[src/swsig_pkg.sv]
// Shared constants for the single-wire slot master.
package swsig_pkg;

   // System clock and the microsecond tick that all slot timing is counted in.
   localparam int unsigned CLOCK_MHZ = 100;
   localparam int unsigned TICK_US = 1;
   localparam int unsigned TICK_CYCLES = CLOCK_MHZ * TICK_US;

   // Fixed limits of the line: the write-one low limit and the idle-low reset hazard.
   localparam int unsigned WRITE_ONE_LOW_LIMIT_US = 15;
   localparam int unsigned IDLE_LOW_LIMIT_US = 120;

   // Default slot timing in microseconds, overridable per instance.
   localparam int unsigned RESET_LOW_DURATION_US = 480;
   localparam int unsigned RESET_FALL_US = 0;
   localparam int unsigned RESET_HIGH_US = 480;
   localparam int unsigned PRESENCE_SAMPLE_INSTANT_US = 70;
   localparam int unsigned SLOT_DURATION_US = 65;
   localparam int unsigned WRITE_ZERO_LOW_FLOOR_US = 60;
   localparam int unsigned WRITE_ONE_LOW_US = 6;
   localparam int unsigned READ_INITIATE_LOW_TIME_US = 6;
   localparam int unsigned READ_SAMPLE_US = 13;
   localparam int unsigned SLOT_RECOVERY_TIME_US = 5;

   // Widths and the depth of the read-data buffer.
   localparam int unsigned TIMER_W = 10;
   localparam int unsigned DATA_W = 8;
   localparam int unsigned FIFO_DEPTH = 8;

   // Commands accepted from the user side.
   typedef enum logic [1:0] {
      SWSIG_CMD_RESET,
      SWSIG_CMD_WRITE,
      SWSIG_CMD_READ
   } swsig_cmd_e;

endpackage : swsig_pkg

[src/swsig_tick.sv]
`timescale 1ns/1ps
// Divider giving one-cycle tick pulses; a clear realigns the phase.
module swsig_tick import swsig_pkg::*; #(
   parameter int unsigned DIVIDE = TICK_CYCLES
) (
   input wire logic i_clock,     // System clock.
   input wire logic i_sys_rst,   // Synchronous reset, active high.
   input wire logic i_clear,     // Restart the tick period.
   output logic o_tick           // One-cycle tick pulse.
);

   localparam int unsigned CW = $clog2(DIVIDE + 1);

   logic [CW-1:0] div_ff;
   wire wrap = (div_ff == CW'(DIVIDE - 1));

   // Restarting on clear makes every interval start a whole tick before its first count.
   always_ff @(posedge i_clock) begin
      if (i_sys_rst || i_clear || wrap) begin
         div_ff <= '0;
      end else begin
         div_ff <= div_ff + 1'b1;
      end
   end

   // The tick leaves from a flip-flop.
   always_ff @(posedge i_clock) begin
      if (i_sys_rst || i_clear) begin
         o_tick <= 1'b0;
      end else begin
         o_tick <= wrap;
      end
   end

   if (DIVIDE < 2) begin : g_chk
      $error("swsig_tick needs DIVIDE of at least 2.");
   end

endmodule : swsig_tick

[src/swsig_fifo.sv]
`timescale 1ns/1ps
// Small synchronous FIFO with valid and ready on both sides.
module swsig_fifo import swsig_pkg::*; #(
   parameter int unsigned WIDTH = DATA_W,
   parameter int unsigned DEPTH = FIFO_DEPTH
) (
   input wire logic i_clock,              // System clock.
   input wire logic i_sys_rst,            // Synchronous reset, active high.
   input wire logic i_in_valid,           // Write side offers a word.
   output logic o_in_ready,               // Room for a word.
   input wire logic [WIDTH-1:0] i_in_data, // Word to store.
   output logic o_out_valid,              // A word is available.
   input wire logic i_out_ready,          // Reader takes the word.
   output logic [WIDTH-1:0] o_out_data    // Oldest word.
);

   localparam int unsigned AW = $clog2(DEPTH);

   logic [WIDTH-1:0] mem [DEPTH];
   logic [AW:0] wr_ff;
   logic [AW:0] rd_ff;

   // Pointers carry one extra bit so that full and empty are told apart.
   wire empty = (wr_ff == rd_ff);
   wire full = (wr_ff[AW-1:0] == rd_ff[AW-1:0]) && (wr_ff[AW] != rd_ff[AW]);
   wire push = i_in_valid && !full;
   wire pop = !empty && i_out_ready;

   assign o_in_ready = !full;
   assign o_out_valid = !empty;
   assign o_out_data = mem[rd_ff[AW-1:0]];

   // Storage array has no reset; only the pointers need one.
   always_ff @(posedge i_clock) begin
      if (push) begin
         mem[wr_ff[AW-1:0]] <= i_in_data;
      end
   end

   // Pointer update.
   always_ff @(posedge i_clock) begin
      if (i_sys_rst) begin
         wr_ff <= '0;
         rd_ff <= '0;
      end else begin
         if (push) begin
            wr_ff <= wr_ff + 1'b1;
         end
         if (pop) begin
            rd_ff <= rd_ff + 1'b1;
         end
      end
   end

   if (DEPTH < 2 || (DEPTH & (DEPTH - 1)) != 0) begin : g_chk
      $error("swsig_fifo needs a power-of-two DEPTH of at least 2.");
   end

endmodule : swsig_fifo

[src/swsig_master.sv]
`timescale 1ns/1ps
// How it works
// - Only reset, write-zero, write-one, read slots.
// - Master starts everything except the presence pulse.
// - Reset low lengthened by the fall time.
// - Master releases line after reset low.
// - Sample presence at the sample instant.
// - Data moves one bit per slot.
// - Writes to slave, reads from slave.
// - Write-one released before the low limit.
// - Write-zero held low past the floor.
// - Read slot: short low, then release.
// - Read bit sampled inside the window.
// - Short read low, sample late in window.
// - Wait full slot before the next.
// - Line idles high; long low resets slaves.
// - Nothing new before reset high time ends.
module swsig_master import swsig_pkg::*; #(
   parameter int unsigned DIVIDE = TICK_CYCLES,
   parameter int unsigned RESET_LOW_US = RESET_LOW_DURATION_US,
   parameter int unsigned FALL_US = RESET_FALL_US,
   parameter int unsigned RESET_HI_US = RESET_HIGH_US,
   parameter int unsigned PRESENCE_US = PRESENCE_SAMPLE_INSTANT_US,
   parameter int unsigned SLOT_US = SLOT_DURATION_US,
   parameter int unsigned ZERO_LOW_US = WRITE_ZERO_LOW_FLOOR_US,
   parameter int unsigned ONE_LOW_US = WRITE_ONE_LOW_US,
   parameter int unsigned READ_LOW_US = READ_INITIATE_LOW_TIME_US,
   parameter int unsigned SAMPLE_US = READ_SAMPLE_US,
   parameter int unsigned RECOVERY_US = SLOT_RECOVERY_TIME_US,
   parameter int unsigned DEPTH = FIFO_DEPTH
) (
   input wire logic i_clock,                 // System clock, 100 MHz.
   input wire logic i_sys_rst,               // Synchronous reset, active high.
   input wire logic i_cmd_valid,             // Command offered.
   input wire swsig_cmd_e i_cmd_kind,        // Reset, write byte or read byte.
   input wire logic [DATA_W-1:0] i_cmd_data, // Byte to write, LSB first.
   output logic o_cmd_ready,                 // Command taken when valid is high.
   output logic o_rd_valid,                  // Read byte available.
   output logic [DATA_W-1:0] o_rd_data,      // Oldest read byte.
   input wire logic i_rd_ready,              // Reader takes the byte.
   output logic o_presence,                  // A slave answered the last reset.
   output logic o_presence_valid,            // Pulse when presence is sampled.
   output logic o_busy,                      // A sequence is in progress.
   input wire logic i_line,                  // Level of the shared line.
   output logic o_line_out,                  // Driven level, always low.
   output logic o_line_oe_n                  // Low while pulling the line down.
);

   typedef enum logic [2:0] {
      SWSIG_IDLE,
      SWSIG_RST_LOW,
      SWSIG_RST_HIGH,
      SWSIG_SLOT,
      SWSIG_RECOV,
      SWSIG_PUSH
   } swsig_state_e;

   // Interval ends in ticks; the reset low includes any slow falling edge.
   localparam logic [TIMER_W-1:0] T_RST = TIMER_W'(RESET_LOW_US + FALL_US);
   localparam logic [TIMER_W-1:0] T_RSTH = TIMER_W'(RESET_HI_US);
   localparam logic [TIMER_W-1:0] T_MSP = TIMER_W'(PRESENCE_US);
   localparam logic [TIMER_W-1:0] T_SLOT = TIMER_W'(SLOT_US);
   localparam logic [TIMER_W-1:0] T_W0 = TIMER_W'(ZERO_LOW_US);
   localparam logic [TIMER_W-1:0] T_W1 = TIMER_W'(ONE_LOW_US);
   localparam logic [TIMER_W-1:0] T_RL = TIMER_W'(READ_LOW_US);
   localparam logic [TIMER_W-1:0] T_SMP = TIMER_W'(SAMPLE_US);
   localparam logic [TIMER_W-1:0] T_REC = TIMER_W'(RECOVERY_US);

   swsig_state_e state_ff;
   swsig_state_e nxt_state;
   logic [TIMER_W-1:0] cnt_ff;
   logic step_ff;
   logic [DATA_W-1:0] sh_ff;
   logic [2:0] bit_ff;
   logic rd_ff;
   logic drive_ff;
   logic presence_ff;
   logic presence_valid_ff;
   logic tick;
   logic fifo_in_ready;

   // Interval events fire once, in the first cycle that the count holds its value.
   wire at_rst = step_ff && (cnt_ff == T_RST);
   wire at_rsth = step_ff && (cnt_ff == T_RSTH);
   wire at_msp = step_ff && (cnt_ff == T_MSP);
   wire at_slot = step_ff && (cnt_ff == T_SLOT);
   wire at_smp = step_ff && (cnt_ff == T_SMP);
   wire at_rec = step_ff && (cnt_ff == T_REC);
   wire last_bit = (bit_ff == 3'h7);
   wire in_idle = (state_ff == SWSIG_IDLE);
   wire in_slot = (state_ff == SWSIG_SLOT);
   wire cmd_fire = i_cmd_valid && o_cmd_ready;
   wire clr = (nxt_state != state_ff);

   // Low length of the current slot: reads and ones are short, zeros long.
   wire [TIMER_W-1:0] low_len = rd_ff ? T_RL : (sh_ff[0] ? T_W1 : T_W0);
   wire drive_low = (state_ff == SWSIG_RST_LOW) || (in_slot && (cnt_ff < low_len));

   // A read is only accepted while the buffer has room for its byte.
   assign o_cmd_ready = in_idle && ((i_cmd_kind != SWSIG_CMD_READ) || fifo_in_ready);
   assign o_busy = !in_idle;
   assign o_line_out = 1'b0;
   assign o_line_oe_n = !drive_ff;
   assign o_presence = presence_ff;
   assign o_presence_valid = presence_valid_ff;

   swsig_tick #(
      .DIVIDE(DIVIDE)
   ) u_tick (
      .i_clock(i_clock),
      .i_sys_rst(i_sys_rst),
      .i_clear(clr),
      .o_tick(tick)
   );

   swsig_fifo #(
      .WIDTH(DATA_W),
      .DEPTH(DEPTH)
   ) u_fifo (
      .i_clock(i_clock),
      .i_sys_rst(i_sys_rst),
      .i_in_valid(state_ff == SWSIG_PUSH),
      .o_in_ready(fifo_in_ready),
      .i_in_data(sh_ff),
      .o_out_valid(o_rd_valid),
      .i_out_ready(i_rd_ready),
      .o_out_data(o_rd_data)
   );

   // Sequencer; every interval is measured from the state entry.
   always_comb begin
      nxt_state = state_ff;
      case (state_ff)
         SWSIG_IDLE: begin
            if (cmd_fire) begin
               nxt_state = (i_cmd_kind == SWSIG_CMD_RESET) ? SWSIG_RST_LOW : SWSIG_SLOT;
            end
         end
         SWSIG_RST_LOW: begin
            if (at_rst) begin
               nxt_state = SWSIG_RST_HIGH;
            end
         end
         SWSIG_RST_HIGH: begin
            if (at_rsth) begin
               nxt_state = SWSIG_IDLE;
            end
         end
         SWSIG_SLOT: begin
            if (at_slot) begin
               nxt_state = SWSIG_RECOV;
            end
         end
         SWSIG_RECOV: begin
            if (at_rec) begin
               nxt_state = !last_bit ? SWSIG_SLOT : (rd_ff ? SWSIG_PUSH : SWSIG_IDLE);
            end
         end
         SWSIG_PUSH: begin
            if (fifo_in_ready) begin
               nxt_state = SWSIG_IDLE;
            end
         end
         default: begin
            nxt_state = SWSIG_IDLE;
         end
      endcase
   end

   // State and tick counter.
   always_ff @(posedge i_clock) begin
      if (i_sys_rst) begin
         state_ff <= SWSIG_IDLE;
         cnt_ff <= '0;
         step_ff <= 1'b0;
      end else begin
         state_ff <= nxt_state;
         cnt_ff <= clr ? '0 : (tick ? cnt_ff + 1'b1 : cnt_ff);
         step_ff <= tick && !clr;
      end
   end

   // Bit shifter: LSB first; a read shifts the sampled line in from the top.
   always_ff @(posedge i_clock) begin
      if (i_sys_rst) begin
         sh_ff <= '0;
         bit_ff <= '0;
         rd_ff <= 1'b0;
      end else if (cmd_fire) begin
         sh_ff <= (i_cmd_kind == SWSIG_CMD_WRITE) ? i_cmd_data : '0;
         bit_ff <= '0;
         rd_ff <= (i_cmd_kind == SWSIG_CMD_READ);
      end else if (in_slot && rd_ff && at_smp) begin
         sh_ff <= {i_line, sh_ff[DATA_W-1:1]};
      end else if ((state_ff == SWSIG_RECOV) && at_rec) begin
         sh_ff <= rd_ff ? sh_ff : {1'b0, sh_ff[DATA_W-1:1]};
         bit_ff <= bit_ff + 1'b1;
      end
   end

   // A low line at the sample instant means some slave answered the reset.
   always_ff @(posedge i_clock) begin
      if (i_sys_rst) begin
         presence_ff <= 1'b0;
         presence_valid_ff <= 1'b0;
      end else begin
         presence_valid_ff <= (state_ff == SWSIG_RST_HIGH) && at_msp;
         if ((state_ff == SWSIG_RST_HIGH) && at_msp) begin
            presence_ff <= !i_line;
         end
      end
   end

   // Pin enable leaves a flip-flop so the line sees no decode glitches.
   always_ff @(posedge i_clock) begin
      if (i_sys_rst) begin
         drive_ff <= 1'b0;
      end else begin
         drive_ff <= drive_low;
      end
   end

   if (SAMPLE_US <= READ_LOW_US || SAMPLE_US >= SLOT_US || ZERO_LOW_US >= SLOT_US ||
       ONE_LOW_US >= WRITE_ONE_LOW_LIMIT_US || PRESENCE_US >= RESET_HI_US ||
       RESET_LOW_US + FALL_US >= (1 << TIMER_W) || RESET_HI_US >= (1 << TIMER_W) ||
       RECOVERY_US == 0 || READ_LOW_US == 0) begin : g_chk
      $error("swsig_master timing parameters are inconsistent.");
   end

   // Checking helpers: length of the current low drive in cycles.
   localparam int C_W1_LIMIT = WRITE_ONE_LOW_LIMIT_US * DIVIDE;
   localparam int C_W0 = ZERO_LOW_US * DIVIDE;
   localparam int C_RL = (READ_LOW_US + 1) * DIVIDE;
   localparam int C_RST = (RESET_LOW_US + FALL_US) * DIVIDE;
   localparam int C_RSTH = RESET_HI_US * DIVIDE;
   localparam int C_SLOT = SLOT_US * DIVIDE;
   logic [19:0] low_run_ff;
   logic [19:0] state_age_ff;
   always_ff @(posedge i_clock) begin
      if (i_sys_rst || !drive_ff) begin
         low_run_ff <= '0;
      end else begin
         low_run_ff <= low_run_ff + 1'b1;
      end
   end

   // Checking helper: cycles spent in the present state, cleared on every change.
   // It may wrap during a long idle, which is harmless as only timed states read it.
   always_ff @(posedge i_clock) begin
      if (i_sys_rst || clr) begin
         state_age_ff <= '0;
      end else begin
         state_age_ff <= state_age_ff + 1'b1;
      end
   end
endmodule : swsig_master

[config.mk]
export PLATFORM = sky130hd
export DESIGN_NAME = swsig_master
export DESIGN_NICKNAME = d
export VERILOG_FILES = /design/src/swsig_pkg.sv /design/src/swsig_tick.sv /design/src/swsig_fifo.sv /design/src/swsig_master.sv
export SDC_FILE = /design/constraint.sdc
export NUM_CORES = 1
export LEC_CHECK = 0
export BUFFER_PORTS_ARGS = -buffer_cell sky130_fd_sc_hd__buf_4
export CAP_MARGIN = 10
export CELL_PAD_IN_SITES_DETAIL_PLACEMENT = 0
export CELL_PAD_IN_SITES_GLOBAL_PLACEMENT = 1
export CORE_MARGIN = 2
export CORE_UTILIZATION = 44
export DETAILED_ROUTE_END_ITERATION = 8
export HOLD_SLACK_MARGIN = 0.03
export PLACE_DENSITY_LB_ADDON = 0.3
export SLEW_MARGIN = 40
export SYNTH_ARGS = -nofsm -noshare
export SYNTH_HDL_FRONTEND = slang
export SYNTH_SLANG_ARGS = --single-unit
[constraint.sdc]
create_clock -name i_clock -period 5.55 [get_ports i_clock]
set_clock_uncertainty 0.15 [all_clocks]
set_input_delay 1.665 -clock i_clock [delete_from_list [all_inputs] [get_ports i_clock]]
set_output_delay 1.665 -clock i_clock [all_outputs]
set_load 0.01 [all_outputs]
==> metrics.txt <==
Leakage=1.88 nW; die footprint=12200 um2; Most Crowded Layer GR=met2; worst min-delay path category=reg2reg; Horiz. Die Dim=110 um; share of synthesized area occupied by flip-flops and latches=57.8%; synthesized area divided by synthesized cell count=12.7 um2; unrepaired setup endpoints after global routing=false; # IOs=30; worst IR drop on VDD=0.133 mV; number of setup buffers added after CTS=0; fraction of layout instances using a drive strength above 1=22.0%; number of buffers on the longest clock path=2; global-route wire length before repair=15600 um; mux contribution to synthesized area=10.0%; Clock Pin Slew Worst Setup and Hold Paths=0.07 ns; post-synthesis share of cell area spent on and, or, nand and nor gates=16.9%; required arrival time at the worst endpoint=3.73 ns; start-to-end type of the worst setup path=in2out; net count reported at finish=436; ordered cell list for the critical path=buf_4 -> nand2b_1 -> nor2_1 -> nor2_1 -> buf_4; fraction of the cycle the final worst path needs=72.5%; Reg2Reg Setup Slack=2.78 ns; height of the die=110 um; DP HPWL=6310 um; via count of the first global-routing pass=3024; H-Tree Depth=3; number of instances in the synthesized netlist=391; synthesized netlist net count=418; combinational family with the most area after synthesis=simple AND/OR/NAND/NOR gates; initial core utilization=45.6%; Vias=3043; area of placed instances=5300 um2; Post-synth top flop=sky130_fd_sc_hd__edfxtp_1; headroom to the max-slew limit=48.6%; Worst-Skew Late Latency=0.34 ns; wire per inst=16.8 um; number of pins exceeding their max-slew limit in the final report=0; routability congestion estimate from global placement=0.734; DRT iter0 DRCs=144; adder-cell share of the synthesized area=3.01%; TritonCTS sink count=112; root buffer cell=sky130_fd_sc_hd__clkbuf_16; Least-Margin Pin Slew=0.770 ns; antenna fix cells=0; total detailed-routing wirelength=9330 um; maximum number of pins on one net before global-route repair=28; met3 Usage GRT=2.36%; post_cts resized=0; fmax=248 MHz; total DRC errors in the routed layout=0; final setup fails=0; combined buffer and inverter count along the critical path=2; final global-route overflow total=0; most used cells in the layout excluding fill and tap cells=sky130_fd_sc_hd__edfxtp_1 (64), sky130_fd_sc_hd__dfxtp_1 (47), sky130_fd_sc_hd__nor2_1 (38), sky130_fd_sc_hd__buf_4 (30), sky130_fd_sc_hd__nor3_1 (21); cell family contributing the most delay on the critical path=simple AND/OR/NAND/NOR gates; status=finished clean; power per cell area=331 nW/um2; library cells used by synthesis=61; Worst setup SP type=input port; number of synthesized register bits=112; Final TNS setup=0 ns; area inside the core boundary=10900 um2; count of yosys warnings during synthesis=0; initial antenna violation count=0; Maximum Capacitance Violations=0; EDFF count, synth=64; longest individual stage delay on the worst path=0.16 ns; Synth Cell Area=4980 um2; drt first pass iters=4; ANT nets after route=0; final hold violations=0; total CTS buffers=9; met1 layer usage reported by global route=21.0%; minimum period implied by the final worst setup slack=4.03 ns; final instance area=5620 um2; hold buffers post-CTS=0; standard cell with the maximum stage delay on the critical path=sky130_fd_sc_hd__nand2b_1; met2 layer usage reported by global route=26.9%; asr flop ratio synth=0%; maximum net fanout on the critical path=3; area fraction in compound gates after synthesis=5.27%; endpoint class of the critical path=output port; total of buffers placed on input and output ports=28; vias per cell=5.49; data arrival time at the worst-slack endpoint=2.21 ns; leading cell type in the layout, fill and taps excluded=sky130_fd_sc_hd__edfxtp_1; CTS tree=yes; # rows=38; global routing usage summed across all routing layers=16.0%; Synth Area in XOR/XNOR=4.19%; synth-to-layout area growth=12.8%
## registers in the layout, summed over array words and instances (netlist names), named ones only
| register | flops |
|---|---|
| u_fifo.mem | 64 |
| cnt_ff | 10 |
| sh_ff | 8 |
| u_tick.div_ff | 7 |
| u_fifo.rd_ff | 4 |
| u_fifo.wr_ff | 4 |
| bit_ff | 3 |
| state_ff | 3 |
| drive_ff | 1 |
| o_presence | 1 |
| o_presence_valid | 1 |
| rd_ff | 1 |
| step_ff | 1 |
| u_tick.o_tick | 1 |
## final cells by class
cell class / instances / area (um2)
fill: 956 / 5320
sequential: 112 / 2880
multi-input combinational: 249 / 1990
clock buffer: 11 / 264
timing repair buffer: 30 / 225
tap: 140 / 175
clock inverter: 5 / 53.8
inverter: 7 / 26.3
## per-layer routing
| metal | routed length [um] | part of all wire (%) |
|---|---|---|
| met1 | 4240 | 45 |
| met2 | 4680 | 50 |
| met3 | 218 | 2.3 |
| met4 | 194 | 2.1 |
| met5 | 0 | 0 |
## report_power, final
group | switching (mW) | internal, mW
Sequential | 0.0634 | 0.931
Clock | 0.305 | 0.356
Combinational | 0.115 | 0.0888
Total | 0.483 | 1.38
## cell usage after synthesis, types with 2 or more instances
cell type	n	area, um2
sky130_fd_sc_hd__nor3b_1	3	22.5
sky130_fd_sc_hd__or2_2	2	12.5
sky130_fd_sc_hd__nand3b_1	2	15.0
sky130_fd_sc_hd__a311oi_1	7	61.3
sky130_fd_sc_hd__buf_2	6	30.0
sky130_fd_sc_hd__ha_1	12	150
sky130_fd_sc_hd__a22o_1	2	17.5
sky130_fd_sc_hd__mux4_2	16	360
sky130_fd_sc_hd__nand2_1	14	52.6
sky130_fd_sc_hd__dfxtp_1	48	961
sky130_fd_sc_hd__nor4_1	4	25.0
sky130_fd_sc_hd__nor3_1	22	110
sky130_fd_sc_hd__nand2b_1	6	37.5
sky130_fd_sc_hd__and2_1	2	12.5
sky130_fd_sc_hd__or3b_2	2	17.5
sky130_fd_sc_hd__mux2i_1	5	50.1
sky130_fd_sc_hd__mux2_2	8	90.1
sky130_fd_sc_hd__o21ai_0	3	15.0
sky130_fd_sc_hd__a21oi_1	5	25.0
sky130_fd_sc_hd__xnor2_1	10	87.6
sky130_fd_sc_hd__edfxtp_1	64	1920
sky130_fd_sc_hd__xor2_1	12	105
sky130_fd_sc_hd__inv_1	7	26.3
sky130_fd_sc_hd__clkbuf_1	11	41.3
sky130_fd_sc_hd__o21a_1	2	15.0
sky130_fd_sc_hd__or3_1	7	43.8
sky130_fd_sc_hd__nand4b_1	2	17.5
sky130_fd_sc_hd__and3_1	4	25.0
sky130_fd_sc_hd__nor2_1	44	165
sky130_fd_sc_hd__a31oi_1	3	18.8
sky130_fd_sc_hd__nor2b_1	11	68.8
sky130_fd_sc_hd__nand3_1	7	35.0
sky130_fd_sc_hd__nand4_1	7	43.8
sky130_fd_sc_hd__buf_1	4	15.0
## final timing paths
| kind | start | to | depth (start not counted) |
|---|---|---|---|
| max | i_cmd_kind[0] | o_cmd_ready | 5 |
| min | u_tick.div_ff[0] | u_tick.div_ff[0] | 1 |
| max reg2reg | cnt_ff[1] | sh_ff[3] | 7 |
| min reg2reg | u_tick.div_ff[0] | u_tick.div_ff[0] | 1 |
## metrics by stage
stage / std cells / setup slack [ns] / hold slack, ns / utilization, % / power [mW]
6_report: 554 / 1.52 / 0.323 / 51.4 / 1.86
5_1_grt: 554 / 1.46 / 0.353 / 51.4 / 1.95
4_1_cts: 554 / 1.52 / 0.326 / 51.3 / 1.87
3_5_place_dp: 538 / 1.53 / 0.316 / 48.4 / 1.22
3_3_place_gp: 538 / 1.53 / 0.290 / 48.3 / 1.21
2_1_floorplan: 391 / 1.76 / 0.275 / - / 1.15
## logic make-up (layout without fill, tap and decap cells)
kind of cell,count (synthesis),in the layout
buffers and inverters,30,53
AO/OA/AOI/OAI,34,34
AND/OR/NAND/NOR,150,150
adder cells (fa/ha/maj),12,12
XOR/XNOR,23,23
flip-flops,112,112
multiplexers,29,29
other,1,1
No activity file was read; power rests on OpenSTA's default activity.
